## src/core/ppo_pkg.sv

```systemverilog
// constants and carrier types for the port pin override logic
package ppo_pkg;

  // ****************************************
  // register bus
  // ****************************************
  localparam int ADDR_W = 3;
  localparam int DATA_W = 8;
  localparam int PORT_W_MAX = 8;

  localparam logic [2:0] OFS_DIR = 3'h0;
  localparam logic [2:0] OFS_LATCH = 3'h1;
  localparam logic [2:0] OFS_SAMPLE = 3'h2;
  localparam logic [2:0] OFS_MISC = 3'h3;
  localparam logic [2:0] OFS_SENSE = 3'h4;
  localparam logic [2:0] OFS_IRQ_STAT = 3'h5;
  localparam logic [2:0] OFS_IRQ_MASK = 3'h6;

  // ****************************************
  // misc_function_control layout
  // ****************************************
  localparam int MISC_PUD_BIT = 2;
  localparam int MISC_RSVD_BIT = 4;
  localparam logic [7:0] MISC_RESET = 8'h00;
  localparam logic [7:0] MISC_WMASK = 8'hEF;

  // ****************************************
  // reset values
  // ****************************************
  localparam logic [7:0] DIR_RESET = 8'h00;
  localparam logic [7:0] LATCH_RESET = 8'h00;
  localparam logic [7:0] SENSE_RESET = 8'h00;
  localparam logic [7:0] MASK_RESET = 8'h00;
  localparam logic [7:0] RDATA_IDLE = 8'h00;

  // ****************************************
  // types
  // ****************************************
  typedef struct packed {
    logic pullup_override_enable;
    logic pullup_override_value;
    logic direction_override_enable;
    logic direction_override_value;
    logic out_value_override_enable;
    logic out_value_override_value;
    logic input_enable_override_enable;
    logic input_enable_override_value;
  } ppo_pin_ovr_t;

  typedef struct packed {
    logic [ADDR_W-1:0] addr;
    logic [DATA_W-1:0] wdata;
    logic wr;
    logic rd;
  } ppo_bus_req_t;

endpackage

```

## src/core/ppo_pin_cell.sv

```systemverilog
// per-pin override and input gating network of the port
`timescale 1ns/100ps
module ppo_pin_cell #(
  parameter int WIDTH = 8
) (
  input wire logic rst_i,
  input wire logic sleep_clamp_i,
  input wire logic global_pullup_disable_i,
  input wire logic [WIDTH-1:0] pin_direction_bit_i,
  input wire logic [WIDTH-1:0] pin_output_latch_bit_i,
  input wire logic [WIDTH-1:0] ext_int_enable_i,
  input wire ppo_pkg::ppo_pin_ovr_t [WIDTH-1:0] ovr_i,
  input wire logic [WIDTH-1:0] pad_i,
  output logic [WIDTH-1:0] drive_en_o,
  output logic [WIDTH-1:0] drive_val_o,
  output logic [WIDTH-1:0] pullup_o,
  output logic [WIDTH-1:0] raw_digital_input_o
);

  logic [WIDTH-1:0] pu_plain;
  logic [WIDTH-1:0] in_en;

  always_comb begin
    // {dir, latch, pud} == 3'b010 turns the pull-up on
    pu_plain = ~pin_direction_bit_i & pin_output_latch_bit_i & {WIDTH{~global_pullup_disable_i}};
    for (int i = 0; i < WIDTH; i++) begin
      if (ovr_i[i].pullup_override_enable) begin
        pullup_o[i] = ovr_i[i].pullup_override_value;
      end else begin
        pullup_o[i] = pu_plain[i];
      end
      if (ovr_i[i].direction_override_enable) begin
        drive_en_o[i] = ovr_i[i].direction_override_value;
      end else begin
        drive_en_o[i] = pin_direction_bit_i[i];
      end
      if (ovr_i[i].out_value_override_enable) begin
        drive_val_o[i] = ovr_i[i].out_value_override_value;
      end else begin
        drive_val_o[i] = pin_output_latch_bit_i[i];
      end
      if (ovr_i[i].input_enable_override_enable) begin
        in_en[i] = ovr_i[i].input_enable_override_value;
      end else begin
        // sleep clamps unless the pin's external interrupt is enabled; reset keeps inputs live
        in_en[i] = rst_i | ~(sleep_clamp_i & ~ext_int_enable_i[i]);
      end
      // clamp to ground ahead of the schmitt trigger
      raw_digital_input_o[i] = pad_i[i] & in_en[i];
    end
  end

endmodule

```

## src/core/ppo_port.sv

```systemverilog
// port pin override logic: registers, pad control, input sampling, pin interrupts
`timescale 1ns/100ps
module ppo_port #(
  parameter int WIDTH = 8
) (
  input wire logic core_clk_i,
  input wire logic rst_i,
  input wire logic ce_i,
  input wire ppo_pkg::ppo_bus_req_t bus_i,
  output logic [ppo_pkg::DATA_W-1:0] rdata_o,
  input wire logic sleep_clamp_i,
  input wire ppo_pkg::ppo_pin_ovr_t [WIDTH-1:0] ovr_i,
  input wire logic [WIDTH-1:0] pad_i,
  output logic [WIDTH-1:0] pad_out_o,
  output logic [WIDTH-1:0] pad_oe_o,
  output logic [WIDTH-1:0] pullup_en_o,
  output logic [WIDTH-1:0] raw_digital_input_o,
  output logic [WIDTH-1:0] analog_pad_path_o,
  output logic [ppo_pkg::DATA_W-1:0] misc_function_control_o,
  output logic irq_o
);

  // ****************************************
  // elaboration check
  // ****************************************
  if (WIDTH < 1 || WIDTH > ppo_pkg::PORT_W_MAX) begin : g_bad_width
    $error("ppo_port: WIDTH must lie between 1 and 8");
  end

  // ****************************************
  // state
  // ****************************************
  typedef struct packed {
    logic [WIDTH-1:0] dir;
    logic [WIDTH-1:0] latch;
    logic [WIDTH-1:0] sync1;
    logic [WIDTH-1:0] sync2;
    logic [WIDTH-1:0] sync3;
    logic [WIDTH-1:0] sample;
    logic [WIDTH-1:0] sense;
    logic [WIDTH-1:0] stat;
    logic [WIDTH-1:0] mask;
    logic [WIDTH-1:0] oe;
    logic [WIDTH-1:0] out;
    logic [WIDTH-1:0] pu;
    logic [ppo_pkg::DATA_W-1:0] misc;
    logic [ppo_pkg::DATA_W-1:0] rdata;
    logic irq;
  } ppo_state_t;

  ppo_state_t state_r;
  ppo_state_t state_nxt;

  logic [WIDTH-1:0] cell_oe;
  logic [WIDTH-1:0] cell_out;
  logic [WIDTH-1:0] cell_pu;
  logic [WIDTH-1:0] cell_raw;

  function automatic logic [ppo_pkg::DATA_W-1:0] widen(input logic [WIDTH-1:0] v);
    widen = ppo_pkg::DATA_W'(v);
  endfunction

  function automatic logic [WIDTH-1:0] narrow(input logic [ppo_pkg::DATA_W-1:0] v);
    narrow = v[WIDTH-1:0];
  endfunction

  // ****************************************
  // pad cell network
  // ****************************************
  ppo_pin_cell #(
    .WIDTH(WIDTH)
  ) u_cell (
    .rst_i(rst_i),
    .sleep_clamp_i(sleep_clamp_i),
    .global_pullup_disable_i(state_r.misc[ppo_pkg::MISC_PUD_BIT]),
    .pin_direction_bit_i(state_r.dir),
    .pin_output_latch_bit_i(state_r.latch),
    .ext_int_enable_i(state_r.mask),
    .ovr_i(ovr_i),
    .pad_i(pad_i),
    .drive_en_o(cell_oe),
    .drive_val_o(cell_out),
    .pullup_o(cell_pu),
    .raw_digital_input_o(cell_raw)
  );

  // ****************************************
  // next state
  // ****************************************
  always_comb begin
    logic [WIDTH-1:0] agree;
    logic [WIDTH-1:0] edge_evt;
    logic [WIDTH-1:0] clr;
    agree = '0;
    edge_evt = '0;
    clr = '0;
    state_nxt = state_r;
    if (ce_i) begin
      // three-stage synchroniser; a change counts once stages two and three agree
      state_nxt.sync1 = cell_raw;
      state_nxt.sync2 = state_r.sync1;
      state_nxt.sync3 = state_r.sync2;
      agree = ~(state_r.sync2 ^ state_r.sync3);
      state_nxt.sample = (state_r.sample & ~agree) | (state_r.sync3 & agree);
      // flags set on any sampled change of edge-sensed pins, enabled or not;
      // leaving a clamping sleep with the pin high gives the 0->1 change
      edge_evt = (state_nxt.sample ^ state_r.sample) & state_r.sense;

      if (bus_i.wr) begin
        if (bus_i.addr == ppo_pkg::OFS_DIR) begin
          state_nxt.dir = narrow(bus_i.wdata);
        end else if (bus_i.addr == ppo_pkg::OFS_LATCH) begin
          state_nxt.latch = narrow(bus_i.wdata);
        end else if (bus_i.addr == ppo_pkg::OFS_MISC) begin
          state_nxt.misc = bus_i.wdata & ppo_pkg::MISC_WMASK;
        end else if (bus_i.addr == ppo_pkg::OFS_SENSE) begin
          state_nxt.sense = narrow(bus_i.wdata);
        end else if (bus_i.addr == ppo_pkg::OFS_IRQ_STAT) begin
          clr = narrow(bus_i.wdata);
        end else if (bus_i.addr == ppo_pkg::OFS_IRQ_MASK) begin
          state_nxt.mask = narrow(bus_i.wdata);
        end
      end
      // a new event wins over a same-cycle clear
      state_nxt.stat = (state_r.stat & ~clr) | edge_evt;

      state_nxt.rdata = ppo_pkg::RDATA_IDLE;
      if (bus_i.rd) begin
        if (bus_i.addr == ppo_pkg::OFS_DIR) begin
          state_nxt.rdata = widen(state_r.dir);
        end else if (bus_i.addr == ppo_pkg::OFS_LATCH) begin
          state_nxt.rdata = widen(state_r.latch);
        end else if (bus_i.addr == ppo_pkg::OFS_SAMPLE) begin
          state_nxt.rdata = widen(state_r.sample);
        end else if (bus_i.addr == ppo_pkg::OFS_MISC) begin
          state_nxt.rdata = state_r.misc;
        end else if (bus_i.addr == ppo_pkg::OFS_SENSE) begin
          state_nxt.rdata = widen(state_r.sense);
        end else if (bus_i.addr == ppo_pkg::OFS_IRQ_STAT) begin
          state_nxt.rdata = widen(state_r.stat);
        end else if (bus_i.addr == ppo_pkg::OFS_IRQ_MASK) begin
          state_nxt.rdata = widen(state_r.mask);
        end
      end

      state_nxt.oe = cell_oe;
      state_nxt.out = cell_out;
      state_nxt.pu = cell_pu;
      state_nxt.irq = |(state_nxt.stat & state_nxt.mask);
    end
  end

  // ****************************************
  // registers
  // ****************************************
  always_ff @(posedge core_clk_i or posedge rst_i) begin
    if (rst_i) begin
      state_r.dir <= ppo_pkg::DIR_RESET[WIDTH-1:0];
      state_r.latch <= ppo_pkg::LATCH_RESET[WIDTH-1:0];
      state_r.sync1 <= '0;
      state_r.sync2 <= '0;
      state_r.sync3 <= '0;
      state_r.sample <= '0;
      state_r.sense <= ppo_pkg::SENSE_RESET[WIDTH-1:0];
      state_r.stat <= '0;
      state_r.mask <= ppo_pkg::MASK_RESET[WIDTH-1:0];
      // pins tri-stated and pull-ups off from the moment reset rises
      state_r.oe <= '0;
      state_r.out <= '0;
      state_r.pu <= '0;
      state_r.misc <= ppo_pkg::MISC_RESET;
      state_r.rdata <= ppo_pkg::RDATA_IDLE;
      state_r.irq <= 1'b0;
    end else begin
      state_r <= state_nxt;
    end
  end

  // ****************************************
  // outputs
  // ****************************************
  assign rdata_o = state_r.rdata;
  assign pad_oe_o = state_r.oe;
  assign pad_out_o = state_r.out;
  assign pullup_en_o = state_r.pu;
  assign misc_function_control_o = state_r.misc;
  assign irq_o = state_r.irq;
  // taken before the synchroniser so clock-type users see no added delay
  assign raw_digital_input_o = cell_raw;
  // analog users see the bare pad level, never clamped or gated
  assign analog_pad_path_o = pad_i;

endmodule

```

## config.mk

```make
export PLATFORM = sky130hd
export DESIGN_NAME = ppo_port
export DESIGN_NICKNAME = d
export VERILOG_FILES = /design/src/core/ppo_pkg.sv /design/src/core/ppo_pin_cell.sv /design/src/core/ppo_port.sv
export SDC_FILE = /design/constraint.sdc
export NUM_CORES = 1
export LEC_CHECK = 0
export ABC_AREA = 1
export BUFFER_PORTS_ARGS = -buffer_cell sky130_fd_sc_hd__buf_2
export CAP_MARGIN = 10
export CORE_MARGIN = 5
export CORE_UTILIZATION = 50
export DETAILED_ROUTE_END_ITERATION = 8
export HOLD_SLACK_MARGIN = 0.02
export PLACE_DENSITY = 0.79
export SLEW_MARGIN = 20
export SYNTH_ARGS = -nofsm -noshare
export SYNTH_HDL_FRONTEND = slang
export SYNTH_SLANG_ARGS = --single-unit
export TNS_END_PERCENT = 30
```

## constraint.sdc

```tcl
create_clock -name core_clk_i -period 14.1 [get_ports core_clk_i]
set_input_delay 3.525 -clock core_clk_i [delete_from_list [all_inputs] [get_ports core_clk_i]]
set_output_delay 3.525 -clock core_clk_i [all_outputs]
set_load 0.01 [all_outputs]
```

# Word level (Yosys, flattened, before mapping)
# Index checks and enable logic that the tools add are counted.
classes:
  n_bitwise: 59
  n_eq_ne: 6
  mux: 55
  n_reduce_logical: 6
ops:
  columns: ["cell", "n"]
  rows:
  - ["8-bit two-way mux", 23]
  - ["8-bit AND", 7]
  - ["1-bit two-way mux", 32]
  - ["8-bit NOT", 4]
  - ["1-bit NOT", 20]
  - ["1-bit AND", 16]
  - ["8-bit OR", 2]
  - ["8-bit bitwise XOR", 2]
  - ["3-bit == test, second input constant", 3]
  - ["1-bit OR", 8]
  - ["8-bit OR reduction", 1]
  - ["3-bit by 2-bit == test with 1-bit output, second input constant", 2]
  - ["6-bit AND reduction", 1]
  - ["5-bit AND reduction", 1]
  - ["4-bit AND reduction", 1]
  - ["3-bit by 1-bit == test with 1-bit output, second input constant", 1]
  - ["3-bit logical NOT", 1]
  - ["3-bit AND reduction", 1]
word_totals:
  inputBits: 89
  wordCells: 141
  reg_bits: 112

# Depth between registers and ports, before layout
depth:
  word_depth: 13
  mapped_depth: 12

# Cells and area by module
# From an unflattened synthesis, not the netlist that was laid out.
unflattened:
  cells_unflattened: 856
  area_unflattened_um2: 6119.6
by_module_without_submodules:
  columns: ["module", "seq_area_each_um2", "n_inst", "cells_each", "area_per_inst_um2"]
  rows:
  - ["ppo_port", 2802.7, 1, 709, 5530.3]
  - ["ppo_pin_cell", 0.0, 1, 147, 589.3]

# Worst setup path before layout
# OpenSTA, ideal clock, no wires.
synth_path:
  path_type: "input-to-output"
  start: "in rst_i"
  end: "out raw_digital_input_o[4]"
  arrival_ns: 7.359
  stages: 2
  path_buffers: 0
  slack_ns: 3.216
  path_cell_list: "clkinv_1 a41oi_1"
synth_via:
  elab_chain_len: 3
synth_rtl:
  columns: ["element", "line", "text"]
  rows:
  - ["from (decl)", "ppo_port.sv:7", "input wire logic rst_i,"]
  - ["1-bit OR", "ppo_pin_cell.sv:46", "in_en[i] = rst_i | ~(sleep_clamp_i & ~ext_int_enable_i[i]);"]
  - ["1-bit two-way mux", "ppo_pin_cell.sv:42", "if (ovr_i[i].input_enable_override_enable) begin"]
  - ["1-bit AND", "ppo_pin_cell.sv:49", "raw_digital_input_o[i] = pad_i[i] & in_en[i];"]
  - ["to (decl)", "ppo_port.sv:17", "output logic [WIDTH-1:0] raw_digital_input_o,"]
# Every way passes these cells.

# Worst setup path after layout
layout_path:
  start: "in rst_i"
  end: "out raw_digital_input_o[7]"
# The elaborated chain is that of the path after synthesis.

==> flow_summary.json <==
{
  "status": "finished clean",
  "r2r_slack_ns": 12.83,
  "rows": 40,
  "critical_path_required_ns": 10.57,
  "end_kind": "primary output",
  "grt_max_degree": 55,
  "hold_path_depth": 2,
  "cts_buffer_depth": 2,
  "min_to": "rdata_o[2]$_DFFE_PP0P_",
  "place.gp.congestion": 0.8821,
  "synth_ff_type": "dfrtp_1",
  "setup_violations": 0,
  "io_pins": 146,
  "syn_area_per_cell_um2": 7.729,
  "cts_setup_buffers": 0,
  "power_density_nw_per_um2": 125.0,
  "dp_slack_ns": 5.661,
  "cts_sinks": 112,
  "fin_tns_setup_ns": 0,
  "netSwitchingPower_mw": 0.2653,
  "synthCells": 773,
  "drive_gt1_frac": 0.2028,
  "cts_buffers": 9,
  "finalCritPeriodShare": 0.5950,
  "fin_ws_ns": 5.711,
  "rsz0062_at_grt": "false",
  "drtIter0Drc": 505,
  "ys_seq_area_frac": 0.4691,
  "report.final.slew_viol_count": 0,
  "peakVddDrop_v": 0.00005955,
  "vias": 5258,
  "netlist_area_um2": 5974,
  "grt_pass1_wl_mm": 24.27,
  "power.total_mw": 0.8356,
  "yosysTopAreaCellShare": 0.4691,
  "cts_tree": "done",
  "async_flop_share": 1.000,
  "yosys.area.top_type": "dfrtp_1",
  "worstMarginPinSlew_ns": 0.6363,
  "netlist_top_cells_count": "230 x nand2_1, 112 x dfrtp_1, 110 x o21ai_0",
  "htree_levels": 3,
  "portBuffers": 144,
  "ys_ff_latch": 112,
  "syn_nets": 862,
  "start_util": 0.5037,
  "place_inst": 994,
  "overflow": 0,
  "n_antenna_cell": 0,
  "cts.repair.resized": 0,
  "synth_cell_types": 28,
  "wire_per_inst_um": 14.62,
  "final_util": 0.5635,
  "reg2regPathDepth": 10,
  "ys_warn_count": 0,
  "clkLatencyLatePin_ns": 0.35,
  "dieHeight_um": 119.3,
  "cts_hold_buf": 0,
  "grt_pass1_vias": 4852,
  "combPwrFrac": 0.201,
  "dp_hpwl_mm": 11.01,
  "min_path_type": "reg -> reg",
  "cts-root-buf": "clkbuf_16",
  "clk_pin_slew_worst_paths_ns": 0.07,
  "synth_area_leaders": "dfrtp_1 47%, nand2_1 14%, o21ai_0 9.2%",
  "yosysMostFrequentCell": "nand2_1",
  "drv_cap": 0,
  "p_clk_frac": 0.298,
  "max_freq_ghz": 0.1192,
  "core_area_um2": 11860,
  "swShare": 0.3175,
  "drc": 0,
  "grtUsageTotal": 0.2083,
  "nets": 947,
  "syn2layout_area_growth_pct": 11.87,
  "dieArea_um2": 14230,
  "dieWidth_um": 119.3,
  "pwr-share-seq": 0.501,
  "drt_pre_antenna_iters": 5,
  "drtAntennaViolNets": 0,
  "fin_skew_ns": 0.009088,
  "hold_viol_final": 0,
  "synth_edf_count": 0,
  "min_period_ns": 8.389,
  "r2r-end": "irq_o$_DFFE_PP0P_",
  "r2r-start": "state_r[87]$_DFFE_PP0P_",
  "antenna_found_initial": 0,
  "relSlewSlack": 0.5758,
  "p_leak_nw": 3.660,
  "cp_data_arrival_time_ns": 4.86,
  "drt-vias-per-instance": 5.206,
  "cp-start-kind": "input port",
  "path_max_fanout": 48,
  "routed_wl_mm": 14.76,
  "crit_type": "in -> out",
  "p_int_mw": 0.5703,
  "hold_start": "rdata_o[2]$_DFFE_PP0P_",
  "final_cells": 1010
}
==> metal layers <==
metal	global-route usage	vias to the layer above	wire, um
li1	-	2629	-
met1	0.3012	2371	6883
met2	0.3168	237	6424
met3	0.04084	21	1177
met4	0.06586	0	278
met5	0	-	0
==> worst max-delay path, stage by stage <==
cell	delay [ns]
buf_2	0.11
inv_4	0.23
buf_4	0.55
a41oi_1	0.22
buf_2	0.19
==> metrics by stage <==
step / hold slack, ns / area [um^2]
final: 0.4797 / 6684
after global routing: 0.5014 / 6684
after CTS: 0.4807 / 6684
after detailed placement: 0.4604 / 6390
after global placement: 0.4610 / 6390
after floorplan: 0.4497 / 5974
==> how the worst max path moves through the flow <==
stage                     startpoint                     end  cells past startpoint
after floorplan                rst_i  raw_digital_input_o[4]                      2
after global placement         rst_i  raw_digital_input_o[7]                      5
after detailed placement       rst_i  raw_digital_input_o[4]                      5
after CTS                      rst_i  raw_digital_input_o[4]                      5
after global routing           rst_i  raw_digital_input_o[7]                      5
final                          rst_i  raw_digital_input_o[7]                      5
==> registers in the layout (all words and copies together) (netlist names) <==
signal	cells
rdata_o	8
pad_out_o	8
irq_o	1
pullup_en_o	8
misc_function_control_o	7
state_r	72
pad_oe_o	8
==> cells in the final DEF, fill, tap and decap left out, types with 3 or more instances in the layout <==
cell and count:
nand4_1 3, inv_1 76, a31oi_1 9, o21bai_1 6
dfrtp_1 112, clkinv_4 3, inv_2 4, o31ai_1 8
o21ai_1 9, nand2_1 230, buf_4 4, a21oi_1 31
mux2i_1 10, buf_2 144, nand3_1 29, clkbuf_16 9
nor2_1 48, nand3b_1 3, o21ai_0 110
==> cell type report <==
class / count / area [um^2]
multi-input combinational: 506 / 2346
sequential: 112 / 2803
timing repair buffer: 148 / 750.7
clock inverter: 4 / 37.54
inverter: 81 / 306.5
fill: 1133 / 5177
clock buffer: 12 / 256.5
tap: 147 / 183.9
==> cell families (layout without fill, tap and decap cells) <==
group	after synthesis	in the layout	synth area share
buffers and inverters	155	245	0.1382
other	1	1	0.0006277
AND/OR/NAND/NOR	320	320	0.2197
flip-flops	112	112	0.4691
AO/OA/AOI/OAI	175	175	0.1556
multiplexers	10	10	0.01675
==> power groups by stage <==
stage	Combinational, mW	Sequential, mW	Clock (mW)
2_1_floorplan	0.135	0.408	0
3_3_place_gp	0.164	0.423	0
3_5_place_dp	0.169	0.424	0
4_1_cts	0.170	0.418	0.252
5_1_grt	0.196	0.426	0.265
6_report	0.168	0.419	0.249
Power figures use the tool's default switching activity.
